$ cat src/logic/htc_pkg.sv
/*
  Package for the host transfer control block: register offsets, control bit
  positions, reset values and the carrier structs shared by the block.
  Assumes a 10-bit host I/O address and an 8-bit host register data path.
*/
package htc_pkg;
	// Host I/O offsets of the registers and data port aliases.
	localparam logic [9:0] HTC_CTRL_ADDR = 10'h352;
	localparam logic [9:0] HTC_COUNT_ADDR = 10'h355;
	localparam logic [9:0] HTC_DATA_ADDR = 10'h356;
	localparam logic [9:0] HTC_DATA_ALIAS_ADDR = 10'h358;
	// Control register bit positions.
	localparam int HTC_BIT_ENABLE = 7;
	localparam int HTC_BIT_NARROW = 6;
	localparam int HTC_BIT_DMA = 5;
	localparam int HTC_BIT_QUAD = 4;
	localparam int HTC_BIT_DIR = 3;
	localparam int HTC_BIT_GATE = 2;
	localparam int HTC_BIT_CLEAR = 1;
	localparam int HTC_BIT_SOFT = 0;
	// Reset values.
	localparam logic [7:0] HTC_CTRL_RESET = 8'h00;
	localparam logic [7:0] HTC_COUNT_RESET = 8'h00;
	// Bytes moved per narrow and wide transfer.
	localparam logic [7:0] HTC_NARROW_BYTES = 8'h01;
	localparam logic [7:0] HTC_WIDE_BYTES = 8'h02;
	// Default depth of the host buffer in bytes.
	localparam int HTC_DEPTH = 128;

	// Host bus pin levels, carried through the synchroniser together.
	typedef struct packed {
		logic write;
		logic read;
		logic ack;
		logic last;
		logic [9:0] addr;
		logic [7:0] wdata;
	} htc_pins_s;

	// One counted transfer, reported to the buffer logic.
	typedef struct packed {
		logic pulse;
		logic to_buffer;
		logic wide;
	} htc_xfer_s;

	// Complete state of the block.
	typedef struct packed {
		htc_pins_s stage1;
		htc_pins_s stage2;
		htc_pins_s prev;
		logic [7:0] ctrl;
		logic [7:0] count;
		logic done;
		logic irq;
		logic drq;
		logic pio_ready;
		logic quad_port;
		logic [7:0] rdata;
		htc_xfer_s xfer;
	} htc_state_s;
endpackage : htc_pkg

$ cat src/logic/htc_host_transfer_control.sv
/*
  Host transfer control: the control register, host buffer byte count,
  DMA request and programmed I/O handshake, done flag and interrupt pin.
  Assumes host strobes, address and data arrive as pins from the host bus and
  that the other interrupt sources come from logic on the same clock.
*/
`timescale 1ns/1ps
module htc_host_transfer_control
	import htc_pkg::*;
#(
	parameter int DEPTH = HTC_DEPTH
)(
	// Clock and reset.
	input wire logic clock,
	input wire logic reset,
	// Host register and data port pins.
	input wire logic host_write,
	input wire logic host_read,
	input wire logic [9:0] host_addr,
	input wire logic [7:0] host_wdata,
	output logic [7:0] host_rdata,
	// Host DMA handshake pins.
	input wire logic dma_ack,
	input wire logic dma_last,
	output logic dma_request,
	// Programmed I/O word ready and port emulation flag.
	output logic pio_ready,
	output logic quad_port,
	// Interrupt sources and pin.
	input wire logic event_irq,
	output logic irq,
	// Status toward the buffer logic.
	output logic host_side_done,
	output logic [7:0] buffer_byte_count,
	output htc_xfer_s xfer
);
	// The count is eight bits and the widest transfer is two bytes.
	if (DEPTH < 2 || DEPTH > 255)
	begin : g_depth_check
		$error("DEPTH must lie between 2 and 255");
	end

	localparam logic [7:0] DEPTH_BYTES = 8'(DEPTH);

	htc_state_s s; // Registered state.
	htc_state_s next_s; // Next state.
	logic write_edge; // Host write strobe just rose.
	logic read_edge; // Host read strobe just rose.
	logic ack_edge; // DMA acknowledge just rose.
	logic data_hit; // Access addresses the data port.
	logic [7:0] width; // Bytes per transfer.
	logic [7:0] room_width; // Bytes per transfer under the next control byte.
	logic room; // Buffer can take or give one transfer.
	logic moved; // A transfer is counted this cycle.

	// Compute every next value from the present state and synchronised pins.
	always_comb
	begin
		next_s = s;
		next_s.stage1 = '{host_write, host_read, dma_ack, dma_last, host_addr, host_wdata};
		next_s.stage2 = s.stage1;
		next_s.prev = s.stage2;
		write_edge = s.stage2.write && !s.prev.write;
		read_edge = s.stage2.read && !s.prev.read;
		ack_edge = s.stage2.ack && !s.prev.ack;
		data_hit = s.stage2.addr == HTC_DATA_ADDR
			|| (s.ctrl[HTC_BIT_QUAD] && s.stage2.addr == HTC_DATA_ALIAS_ADDR);
		width = s.ctrl[HTC_BIT_NARROW] ? HTC_NARROW_BYTES : HTC_WIDE_BYTES;
		moved = 1'b0;
		// A DMA transfer counts on each acknowledge while requesting.
		if (ack_edge && s.drq)
		begin
			moved = 1'b1;
		end
		// A programmed I/O transfer counts on a data port strobe when ready.
		else if ((write_edge || read_edge) && data_hit && s.pio_ready)
		begin
			moved = 1'b1;
		end
		next_s.xfer = '{moved, s.ctrl[HTC_BIT_DIR], !s.ctrl[HTC_BIT_NARROW]};
		if (moved)
		begin
			next_s.count = s.ctrl[HTC_BIT_DIR] ? s.count + width : s.count - width;
		end
		if (ack_edge && s.drq && s.stage2.last)
		begin
			next_s.done = 1'b1;
		end
		// Control register write; the clear bit never stays stored.
		if (write_edge && s.stage2.addr == HTC_CTRL_ADDR)
		begin
			next_s.ctrl = s.stage2.wdata & ~(8'h01 << HTC_BIT_CLEAR);
			if (s.stage2.wdata[HTC_BIT_CLEAR])
			begin
				next_s.count = HTC_COUNT_RESET;
			end
			if (!s.stage2.wdata[HTC_BIT_ENABLE])
			begin
				next_s.done = 1'b0;
			end
		end
		// Host register reads; unmapped addresses read as zero.
		if (read_edge)
		begin
			if (s.stage2.addr == HTC_CTRL_ADDR)
			begin
				next_s.rdata = s.ctrl;
			end
			else if (s.stage2.addr == HTC_COUNT_ADDR)
			begin
				next_s.rdata = s.count;
			end
			else
			begin
				next_s.rdata = 8'h00;
			end
		end
		// Room is judged on the count and control byte that the next cycle holds.
		room_width = next_s.ctrl[HTC_BIT_NARROW] ? HTC_NARROW_BYTES : HTC_WIDE_BYTES;
		room = next_s.ctrl[HTC_BIT_DIR] ? (next_s.count <= DEPTH_BYTES - room_width)
			: (next_s.count >= room_width);
		// The next control byte is used so that a disabling write leaves no stray request.
		// mode selects request kind
		next_s.drq = next_s.ctrl[HTC_BIT_ENABLE] && next_s.ctrl[HTC_BIT_DMA] && !next_s.done && room && !moved;
		next_s.pio_ready = next_s.ctrl[HTC_BIT_ENABLE] && !next_s.ctrl[HTC_BIT_DMA] && room && !moved;
		next_s.quad_port = s.ctrl[HTC_BIT_QUAD];
		next_s.irq = s.ctrl[HTC_BIT_GATE] && (s.ctrl[HTC_BIT_SOFT] || event_irq);
	end

	// Register the whole state; synchronous reset loads constants only.
	always_ff @(posedge clock)
	begin
		if (reset)
		begin
			s <= '0;
			s.ctrl <= HTC_CTRL_RESET;
			s.count <= HTC_COUNT_RESET;
		end
		else
		begin
			s <= next_s;
		end
	end

	// Outputs come straight from the state flops.
	assign host_rdata = s.rdata;
	assign dma_request = s.drq;
	assign pio_ready = s.pio_ready;
	assign quad_port = s.quad_port;
	assign irq = s.irq;
	assign host_side_done = s.done;
	assign buffer_byte_count = s.count;
	assign xfer = s.xfer;
endmodule : htc_host_transfer_control

$ cat config.mk
export PLATFORM = sky130hd
export DESIGN_NAME = htc_host_transfer_control
export DESIGN_NICKNAME = d
export VERILOG_FILES = /design/src/logic/htc_pkg.sv /design/src/logic/htc_host_transfer_control.sv
export SDC_FILE = /design/constraint.sdc
export NUM_CORES = 1
export LEC_CHECK = 0
export BUFFER_PORTS_ARGS = -buffer_cell sky130_fd_sc_hd__buf_2
export CORE_UTILIZATION = 58
export DETAILED_ROUTE_END_ITERATION = 6
export GPL_ROUTABILITY_DRIVEN = 0
export GPL_TIMING_DRIVEN = 0
export PLACE_DENSITY = 0.81
export SYNTH_ARGS = -nofsm -noshare
export SYNTH_HDL_FRONTEND = slang
export SYNTH_SLANG_ARGS = --single-unit
$ cat constraint.sdc
create_clock -name clock -period 8.5 [get_ports clock]
set_input_delay 1.275 -clock clock [delete_from_list [all_inputs] [get_ports clock]]
set_output_delay 1.275 -clock clock [all_outputs]
set_load 0.02 [all_outputs]
Yosys cells after proc, flatten, opt, wreduce, memory -nomap -nowiden
Index checks and enable logic that the tools add are counted.

Bits in registers: 78. Input bits: 25. Word-level logic and storage cells: 76.

Add/sub/neg operators: 3. $lt $le $gt $ge: 2. Eq/ne operators: 4. Muxes and demuxes: 13. Reductions and logical operators: 27.

Operators with widths (count): $eq 10x10->1 const B (4); $mux 8 (5); $logic_and 1x1->1 (17); $mux 17 (1); $add 8x2->8 (1); $ge 8x2->1 (1); $le 8x8->1 (1); $sub 8x2->8 (1); $sub 8x2->8 const A (1); $logic_not 1->1 (7); $mux 1 (5); $mux 2 (2); $logic_or 1x1->1 (3).

Longest topological paths before layout
Gate-level depths: netlist of the first run.

Word-level depth: 16. Mapped depth: 14. Mapped depth without buffers: 12.

Worst setup path after synthesis of the first run
No wires, ideal clock.

Kind: register to register. Start point: register s, in the netlist next_s[41]. End point: register s, in the netlist pio_ready. Library setup time: 0.134 ns. Arrival time: 3.269 ns. Setup slack: 5.097 ns. Cell stages (with the launch flop): 11. Buffers on the path: 1. Period minus slack after synthesis: 3.403 ns. Path through: dfxtp_1 > or3b_4 > nor4_4 > buf_4 > mux2_2 > ha_1 > or4_1 > a2111o_1 > a22o_1 > a211oi_1 > a211oi_1.

RTL lines: from (decl) (line htc_host_transfer_control.sv:45) `htc_state_s s;`; from (signal assigned) (line htc_host_transfer_control.sv:141) `s <= next_s;`.

==> impl_results.md, run 1 <==
* Share of the synthesized area in the top cell type at approximately half
* Final WL at slightly above 6 mm
* Min-Delay Path Depth at 1
* Post-route ant nets at 0
* I/O Buffers at 47
* Ys async rst share at 0%
* Post-synth top flop: dfxtp_1
* Minimum clock period at just under 4 ns
* Initial Utilization at 60.4%
* CTS tree: yes
* Peak VDD IR at around 0.00013 V
* Setup Skew at ~0.0096 ns
* GRT overflow at 0
* Slew @ Worst Pin at between 0.8 and 0.9 ns
* Worst r2r src: s[52]
* Number of diodes at 0
* Slew HR at between 40% and 50%
* Synth area leader: dfxtp_1
* Share of cells above drive strength 1 at between 20% and 30%
* Worst Path Arrival at around 4.1 ns
* Post-DP Area at 3430 um^2
* HP Class: register to register
* Area delta synth->final at 16.3%
* Synthesized area per cell at between 10 and 15 um^2
* R2R depth at 14
* First-pass GRT wire length at 9.63 mm
* Nets at slightly above 400
* # IOs at 49
* Die Height at roughly 75 um
* Total track usage at between 20% and 30%
* CP Max Fanout at 10
* Ys Warns at 0
* Synth Cell Area at around 3100 um^2
* Largest net degree at the start of global routing at 15
* Longest Clk Path Bufs at 2
* Run status: completed
* Placed insts at between 400 and 500
* EDFF count, synth at 0
* Initial DRC Count at about 120
* Vias/cell at approximately 5.3
* Via count at roughly 2,300
* Clock latency on the worst-skew pair at about 0.34 ns
* Die W at between 70 and 80 um
* Fmax at between 200 and 300 MHz
* Post-route insts no fill at 443
* Clock transition at the registers of the reported paths at ~0.08 ns
* Number of post-CTS setup repair buffers at 0
* Setup Viol. Count Final at 0
* Hold Crit Endpoint: next_s[37]
* Leakage power total at 1.56 nW
* Num rows at 26
* Htree depth at 3
* Top cells by count, synth: 78 x dfxtp_1, 52 x nor2b_1, 36 x nor2_1
* Post-DP HPWL at approximately 4.3 mm
* FF-to-FF End: dma_request
* WL/cell at 13.7 um
* Maxcap violations at 0
* Initial antenna violation count at 0
* Worst EP required at between 8 and 9 ns
* Placeable Area at slightly above 5000 um^2
* # clock sinks at 78
* Final slew viol count at 0
* Most frequent cell after synthesis: dfxtp_1
* Mapped Nets at 345
* Sequential share of the synthesized area at between 50 and 60%
* Flop2flop setup slack at 4.58 ns
* Num CTS Buffers at 9
* Post-synthesis cell count at 310
* Final hold violation count at 0
* Design Area, Final at around 3600 um^2
* Top post-synthesis cells by area: dfxtp_1 50%, nor2b_1 10%, buf_4 4.8%
* Critical path type: register to register
* Die ar. at between 5000 and 6000 um^2
* Flops & latches, synth at between 70 and 80
* Crit start category: register
* Fillers at 417
* Pre-Repair DR Iteration Count at 5
* Vias in the first global route at just over 2,000
* Residual DRC at 0
* Hold_buf cts at 0
* PD cells at roughly 180 nW/um^2
* Crit. End Element: register
* RSZ-0062 raised after global routing: no
* Synth cell types at 48
* Final Cycle Share at a little under half
* Resized Gates After CTS at 0
* Fin Setup TNS at 0 ns
* Min-Delay Startpoint: next_s[59]
* Clk root buf: clkbuf_8
-- worst max-delay path by stage --
| stage | endpoint | depth (start not counted) | from |
|---|---|---|---|
| global route | pio_ready | 14 | s[52] |
| finish | dma_request | 14 | s[52] |
| CTS | dma_request | 14 | s[52] |
| detailed placement | dma_request | 14 | s[52] |
| global placement | dma_request | 13 | s[52] |
| floorplan | pio_ready | 10 | next_s[41] |
-- worst max-delay path, stage by stage, from the launching register on --
cell and delay [ns]:
dfxtp_1 0.30, nand2b_1 0.09, clkbuf_1 0.37, a211oi_1 0.14, a21oi_1 0.50, buf_2 0.34, mux2_2 0.21, a21oi_1 0.05
ha_1 0.20, or4_1 0.43, a211oi_1 0.33, nand2_1 0.09, a22o_1 0.20, a211oi_1 0.38, a211oi_2 0.15
-- metal layers --
metal | share of wire, % | track usage, % | vias up
li1 | - | - | 1162
met1 | 44 | 30.3 | 1081
met2 | 48 | 37.9 | 90
met3 | 5.7 | 4.42 | 8
met4 | 1.6 | 9.88 | 0
met5 | 0 | 0 | -
-- report_power, final --
group | switching [mW] | internal [mW]
registers | 0.00366 | 0.375
clock network | 0.136 | 0.115
logic | 0.0110 | 0.0115
-- area by class of cell --
type	instances	area (um^2)	share of cell area, %
Buffer	30	189	5.23
Clock buffer	10	138	3.81
Clock inverter	6	45.0	1.25
Inverter	6	22.5	0.624
Multi-Input combinational cell	196	1330	36.9
Sequential cell	78	1560	43.3
Tap cell	70	87.6	2.43
Timing Repair Buffer	47	235	6.52
-- flip-flops by register name, summed over array words and instances (netlist names) --
signal	count
irq	1
host_rdata	8
host_side_done	1
buffer_byte_count	8
quad_port	1
s	8
xfer	3
next_s	46
pio_ready	1
dma_request	1
-- placed cells by master (no fill, tap or decap), drive strengths merged, types with 3 or more instances in the layout --
| cell type | netlist | layout |
|---|---|---|
| dfxtp | 78 | 78 |
| buf | 21 | 68 |
| nor2b | 52 | 52 |
| nor2 | 36 | 36 |
| clkbuf | 9 | 19 |
| mux2i | 10 | 10 |
| a211oi | 10 | 10 |
| ha | 9 | 9 |
| nand2 | 8 | 8 |
| a21oi | 8 | 8 |
| inv | 6 | 8 |
| nor3 | 7 | 7 |
| a222oi | 6 | 6 |
| nand2b | 5 | 5 |
| o21ai | 5 | 5 |
| nand3 | 3 | 3 |
| clkinvlp | 0 | 3 |
| mux2 | 3 | 3 |
-- metrics by stage --
step                      util [%]  setup slack (ns)  power [mW]  hold WS (ns)
after floorplan                  -              5.10       0.401         0.414
after global placement        66.7              4.76       0.409         0.416
after detailed placement      66.7              4.75       0.410         0.424
after CTS                     70.2              4.64       0.657         0.443
after global routing          70.2              4.34       0.680         0.455
final                         70.2              4.58       0.653         0.441
-- kinds of logic (layout without fill, tap and decap cells) --
family,after synthesis,count (layout),share of synthesized area [%]
simple gates,128,128,23.3
flops,78,78,50.3
compound gates,43,43,10.4
buf+inv,36,99,6.81
mux,13,13,4.31
fa+ha+maj,10,10,4.27
xor+xnor,2,2,0.564
Note: power is estimated with default switching activity, not from simulation.
==> run 2: changes to the inputs <==
--- a/config.mk
+++ b/config.mk
@@ -6,11 +6,11 @@
 export NUM_CORES = 1
 export LEC_CHECK = 0
 export BUFFER_PORTS_ARGS = -buffer_cell sky130_fd_sc_hd__buf_2
-export CORE_UTILIZATION = 58
+export CORE_UTILIZATION = 55
 export DETAILED_ROUTE_END_ITERATION = 6
 export GPL_ROUTABILITY_DRIVEN = 0
 export GPL_TIMING_DRIVEN = 0
-export PLACE_DENSITY = 0.81
+export PLACE_DENSITY = 0.78
 export SYNTH_ARGS = -nofsm -noshare
 export SYNTH_HDL_FRONTEND = slang
 export SYNTH_SLANG_ARGS = --single-unit
==> constraint.sdc (replaced) <==
create_clock -name clock -period 3.85 [get_ports clock]
set_input_delay 0.5775 -clock clock [delete_from_list [all_inputs] [get_ports clock]]
set_output_delay 0.5775 -clock clock [all_outputs]
set_load 0.02 [all_outputs]
==> run 2 against run 1 <==
Register-to-register slack got worse by 4.4 ns. Clock skew decreased by 0.0017 ns. Clock power increased to 2.7 times the previous value. Clock-buffer cell count unchanged. Sequential share of layout area decreased by 0.55 points. Die area increased by 5.3%. Global-route usage decreased by 2.4 points. Setup slack got worse by 4.4 ns. First-iteration DRC count increased by 32%. Routed wire length decreased by 4.8%. Total power increased by 140%. Critical path type unchanged. Largest cell class unchanged. Highest routed layer unchanged.
==> impl_results.md, run 2 (synthesis results as in run 1) <==
* Run status: completed
* Longest Clk Path Bufs at 2
* Leakage power total at 1.59 nW
* Worst EP required at 4.06 ns
* Number of diodes at 0
* Num CTS Buffers at 9
* Num rows at 26
* PD cells at approximately 430 nW/um^2
* Worst Path Arrival at 3.84 ns
* Post-DP HPWL at roughly 4.1 mm
* I/O Buffers at 47
* Nets at 403
* Residual DRC at 0
* Total track usage at approximately a fifth
* Final Cycle Share at about 94%
* Crit start category: register
* Minimum clock period at between 3 and 4 ns
* Setup Viol. Count Final at 0
* Initial DRC Count at between 150 and 200
* CTS tree: yes
* Largest register FFs at 46
* Die W at 77.1 um
* Fmax at 276 MHz
* Biggest register: next_s
* Placeable Area at around 5300 um^2
* CP Max Fanout at 10
* Clock transition at the registers of the reported paths at 0.08 ns
* WL/cell at about 13 um
* Final hold violation count at 0
* Flop2flop setup slack at 0.23 ns
* Min-Delay Path Depth at 2
* Largest net degree at the start of global routing at 15
* Setup ws final at ~0.23 ns
* Final WL at approximately 5.8 mm
* Post-route ant nets at 0
* Design Area, Final at 3660 um^2
* Area delta synth->final at 17.8%
* # IOs at between 40 and 50
* Post-DP Area at around 3400 um^2
* Hold_buf cts at 0
* Clock latency on the worst-skew pair at between 0.3 and 0.4 ns
* Htree depth at 3
* HP Class: primary input to register
* Die ar. at roughly 5900 um^2
* First-pass GRT wire length at roughly 9.5 mm
* Crit. End Element: register
* Hold Crit Endpoint: next_s[73]
* Clk root buf: clkbuf_8
* Setup Skew at a little under 0.008 ns
* Worst r2r src: next_s[41]
* Final slew viol count at 0
* Initial antenna violation count at 0
* Vias in the first global route at between 2,000 and 2,500
* R2R depth at 11
* Fin Setup TNS at 0 ns
* Peak VDD IR at around 0.0003 V
* Most frequent cells in the layout: 78 x dfxtp_1, 52 x nor2b_1, 48 x buf_2, 36 x nor2_1, 21 x buf_4
* Via count at roughly 2,300
* Total Power at around 1.6 mW
* RSZ-0062 raised after global routing: no
* GRT overflow at 0
* Slew HR at 44.3%
* FF-to-FF End: pio_ready
* Placement Setup Slack at roughly 0.07 ns
* Most common cell after layout, fill and taps aside: dfxtp_1
* Slew @ Worst Pin at approximately 0.83 ns
* # clock sinks at 78
* Maxcap violations at 0
* Vias/cell at around 5.2
* Die Height at slightly below 80 um
* Initial Utilization at 58.9%
* Share of cells above drive strength 1 at between 20 and 25%
* Pre-Repair DR Iteration Count at 5
* Critical path type: register to register
* Min-Delay Startpoint: dma_ack
==> run 2: layout make-up <==
| cell class | instances | area (um^2) |
|---|---|---|
| plain buffers | 29 | 185 |
| clock buffers | 10 | 128 |
| clock inverters | 6 | 93.8 |
| fillers | 428 | 1610 |
| inverters | 6 | 22.5 |
| multi-input cells | 196 | 1340 |
| flip-flops and latches | 78 | 1560 |
| well taps | 70 | 87.6 |
| repair buffers | 48 | 243 |
==> run 2: through the flow <==
step / utilization [%] / std cells / hold WS, ns
6_report: 69.4 / 443 / 0.436
5_1_grt: 69.4 / 443 / 0.427
4_1_cts: 69.2 / 443 / 0.422
3_5_place_dp: 65.0 / 427 / 0.423
3_3_place_gp: 65.0 / 427 / 0.416
2_1_floorplan: - / 310 / 0.414
==> run 2: how the worst max path moves through the flow <==
stage	from	end	slack, ns	depth (start not counted)
final	next_s[41]	pio_ready	0.23	11
after floorplan	next_s[41]	pio_ready	0.45	10
after detailed placement	s[52]	dma_request	0.07	13
after global placement	s[52]	dma_request	0.1	13
after CTS	s[52]	dma_request	0.008	14
after global routing	next_s[41]	pio_ready	0.08	11
==> run 2: per-layer routing <==
layer  wire length [um]  global-route usage [%]
met1               2620                    26.8
met2               2630                    31.4
met3                418                    4.64
met4                101                    13.6
met5                  0                       0
==> run 2: report_power, final <==
part | internal (mW) | total, mW | switching, mW
Combinational | 0.0253 | 0.0498 | 0.0245
Clock | 0.371 | 0.668 | 0.297
Sequential | 0.829 | 0.837 | 0.00801
==> run 2: worst max-delay path: stages, from the launching register on <==
cell and delay, ns:
dfxtp_1 0.42, or3b_4 0.44, nor4_4 0.25, buf_4 0.25, mux2_2 0.38, ha_1 0.21
or4_1 0.43, a211oi_1 0.34, nand2_1 0.09, a22o_1 0.19, a211oi_1 0.37, a211oi_1 0.13
==> run 2: what timing repair did <==
item,in CTS,in global routing
resized for setup,0,1
endpoints found under the setup margin,0,2
setup buffers,0,1
==> run 3: changes to the inputs <==
--- a/config.mk
+++ b/config.mk
@@ -10,6 +10,7 @@
 export DETAILED_ROUTE_END_ITERATION = 6
 export GPL_ROUTABILITY_DRIVEN = 0
 export GPL_TIMING_DRIVEN = 0
+export MAX_ROUTING_LAYER = met4
 export PLACE_DENSITY = 0.78
 export SYNTH_ARGS = -nofsm -noshare
 export SYNTH_HDL_FRONTEND = slang
==> run 3 against run 2 <==
Clock power barely moved. Sequential share of layout area unchanged. Register-to-register slack hardly changed. Setup slack improved by 0.0032 ns. Sequential cell count is the same. Critical path depth stayed put. Hold slack better by 0.0014 ns. Core utilization unchanged. Die area unchanged. Via count grew 0.61%. Final area stayed put. Largest cell class unchanged.
==> impl_results.md, run 3 (synthesis results as in run 1) <==
* Final slew viol count at 0
* Die ar. at around 5900 um^2
* CTS tree: yes
* Final core utilization at 69.4%
* Int Power at between 1 and 1.5 mW
* Number of diodes at 0
* Min-Delay Startpoint: next_s[57]
* Die W at 77.1 um
* GRT overflow at 0
* Peak VDD IR at around 0.00030 V
* Final Cycle Share at roughly 94%
* Slew HR at 45.6%
* Maxcap violations at 0
* Initial DRC Count at between 150 and 200
* Post-route ant nets at 0
* Sw frac at about a fifth
* Clock transition at the registers of the reported paths at ~0.07 ns
* Largest net degree at the start of global routing at 15
* Placement Setup Slack at 0.0685 ns
* Hold_buf cts at 0
* Flop2flop setup slack at between 0.2 and 0.25 ns
* Total track usage at roughly 21%
* RSZ-0062 raised after global routing: no
* Setup Skew at slightly below 0.009 ns
* Leakage power total at between 1.5 and 2 nW
* Placeable Area at 5270 um^2
* Slew @ Worst Pin at between 0.8 and 0.9 ns
* Clock latency on the worst-skew pair at 0.34 ns
* Die Height at just under 80 um
* HP Class: register to register
* Htree depth at 3
* Setup ws final at ~0.23 ns
* Biggest register: next_s
* Vias in the first global route at 2,102
* PD cells at around 420 nW/um^2
* FF-to-FF End: pio_ready
* Placed insts at 427
* Vias/cell at around 5.2
* Largest register FFs at 46
* Worst r2r src: next_s[41]
* Critical path type: register to register
* Min-Delay Path Depth at 1
* # IOs at just under 50
* R2R depth at 11
* Crit start category: register
* Part of the power in combinational logic at 3.2%
* Share of cells above drive strength 1 at between 20% and 30%
* I/O Buffers at 47
* CP Max Fanout at 10
* Initial antenna violation count at 0
* Initial Utilization at between 50% and 60%
* Crit. End Element: register
* Post-route insts no fill at 443
* Clock network power share at 42.9%
* # clock sinks at a little under 80
* FF+latch area at 1560 um^2
* Post-DP HPWL at ~4.1 mm
* Setup Viol. Count Final at 0
* Most common cell after layout, fill and taps aside: dfxtp_1
* First-pass GRT wire length at approximately 9.5 mm
* Worst EP required at roughly 4.1 ns
* Num rows at 26
* Nets at 403
* Final WL at around 5.8 mm
* Multi-input logic area at 1340 um^2
* Pre-Repair DR Iteration Count at 5
* Fillers at 428
* Switch Pwr at approximately 330 uW
* Longest Clk Path Bufs at 2
* Fmax at 276 MHz
* Clk root buf: clkbuf_8
* Residual DRC at 0
* Via count at between 2,000 and 2,500
* Num CTS Buffers at 9
* Worst Path Arrival at roughly 3.8 ns
* Run status: completed
* Final hold violation count at 0
* Minimum clock period at 3.62 ns
* Seq pwr share at a little over half
* Area delta synth->final at 17.8%
* Fin Setup TNS at 0 ns
* Hold Crit Endpoint: next_s[35]
* Most frequent cells in the layout: 78 x dfxtp_1, 52 x nor2b_1, 48 x buf_2, 36 x nor2_1, 21 x buf_4
* WL/cell at 13.1 um
==> run 3: cell counts in the layout (fill, tap and decap cells not counted) <==
Identical to the previous run, type by type.
==> run 3: worst max-delay path by stage <==
stage / start / slack (ns) / to
after floorplan: next_s[41] / 0.45 / pio_ready
after global placement: s[52] / 0.1 / dma_request
after detailed placement: s[52] / 0.07 / dma_request
after CTS: s[52] / 0.008 / dma_request
after global routing: next_s[41] / 0.08 / pio_ready
final: next_s[41] / 0.23 / pio_ready
==> run 3: final cells by class <==
class,instances,share of cell area (%)
Sequential cell,78,42.7
Multi-Input combinational cell,196,36.5
Timing Repair Buffer,48,6.64
Buffer,29,5.07
Clock buffer,10,3.49
Clock inverter,6,2.57
Tap cell,70,2.40
Inverter,6,0.616
==> run 3: what timing repair did <==
action	in CTS	in global routing
setup buffers	0	1
endpoints found under the setup margin	0	2
resized for setup	0	1
endpoints found under the hold margin	0	0
==> run 3: worst max-delay path: stages (launching register included) <==
cell and delay [ns]:
dfxtp_1 0.42, or3b_4 0.44, nor4_4 0.25, buf_4 0.25, mux2_2 0.38, ha_1 0.22
or4_1 0.43, a211oi_1 0.33, nand2_1 0.09, a22o_1 0.19, a211oi_1 0.37, a211oi_1 0.13
==> run 3: metrics by stage <==
| stage | hold WS, ns | area, um^2 | total power, mW |
|---|---|---|---|
| after floorplan | 0.414 | 3100 | 0.885 |
| after global placement | 0.416 | 3430 | 0.904 |
| after detailed placement | 0.423 | 3430 | 0.906 |
| after CTS | 0.422 | 3650 | 1.57 |
| after global routing | 0.427 | 3660 | 1.62 |
| final | 0.438 | 3660 | 1.55 |
==> run 3: per-layer routing <==
layer  share of wire, %  vias up  GRT usage, %
li1                   -     1163             -
met1                 46     1034          26.8
met2                 45       96          31.4
met3                6.7       10          4.64
met4                1.9        0          13.6
met5                  0        -             -
==> run 3: power groups by stage <==
stage                     registers, mW  logic [mW]  clock network [mW]
after floorplan                   0.853      0.0320                   0
after global placement            0.855      0.0492                   0
after detailed placement          0.855      0.0502                   0
after CTS                         0.836      0.0504               0.682
after global routing              0.839      0.0553               0.724
final                             0.837      0.0499               0.666
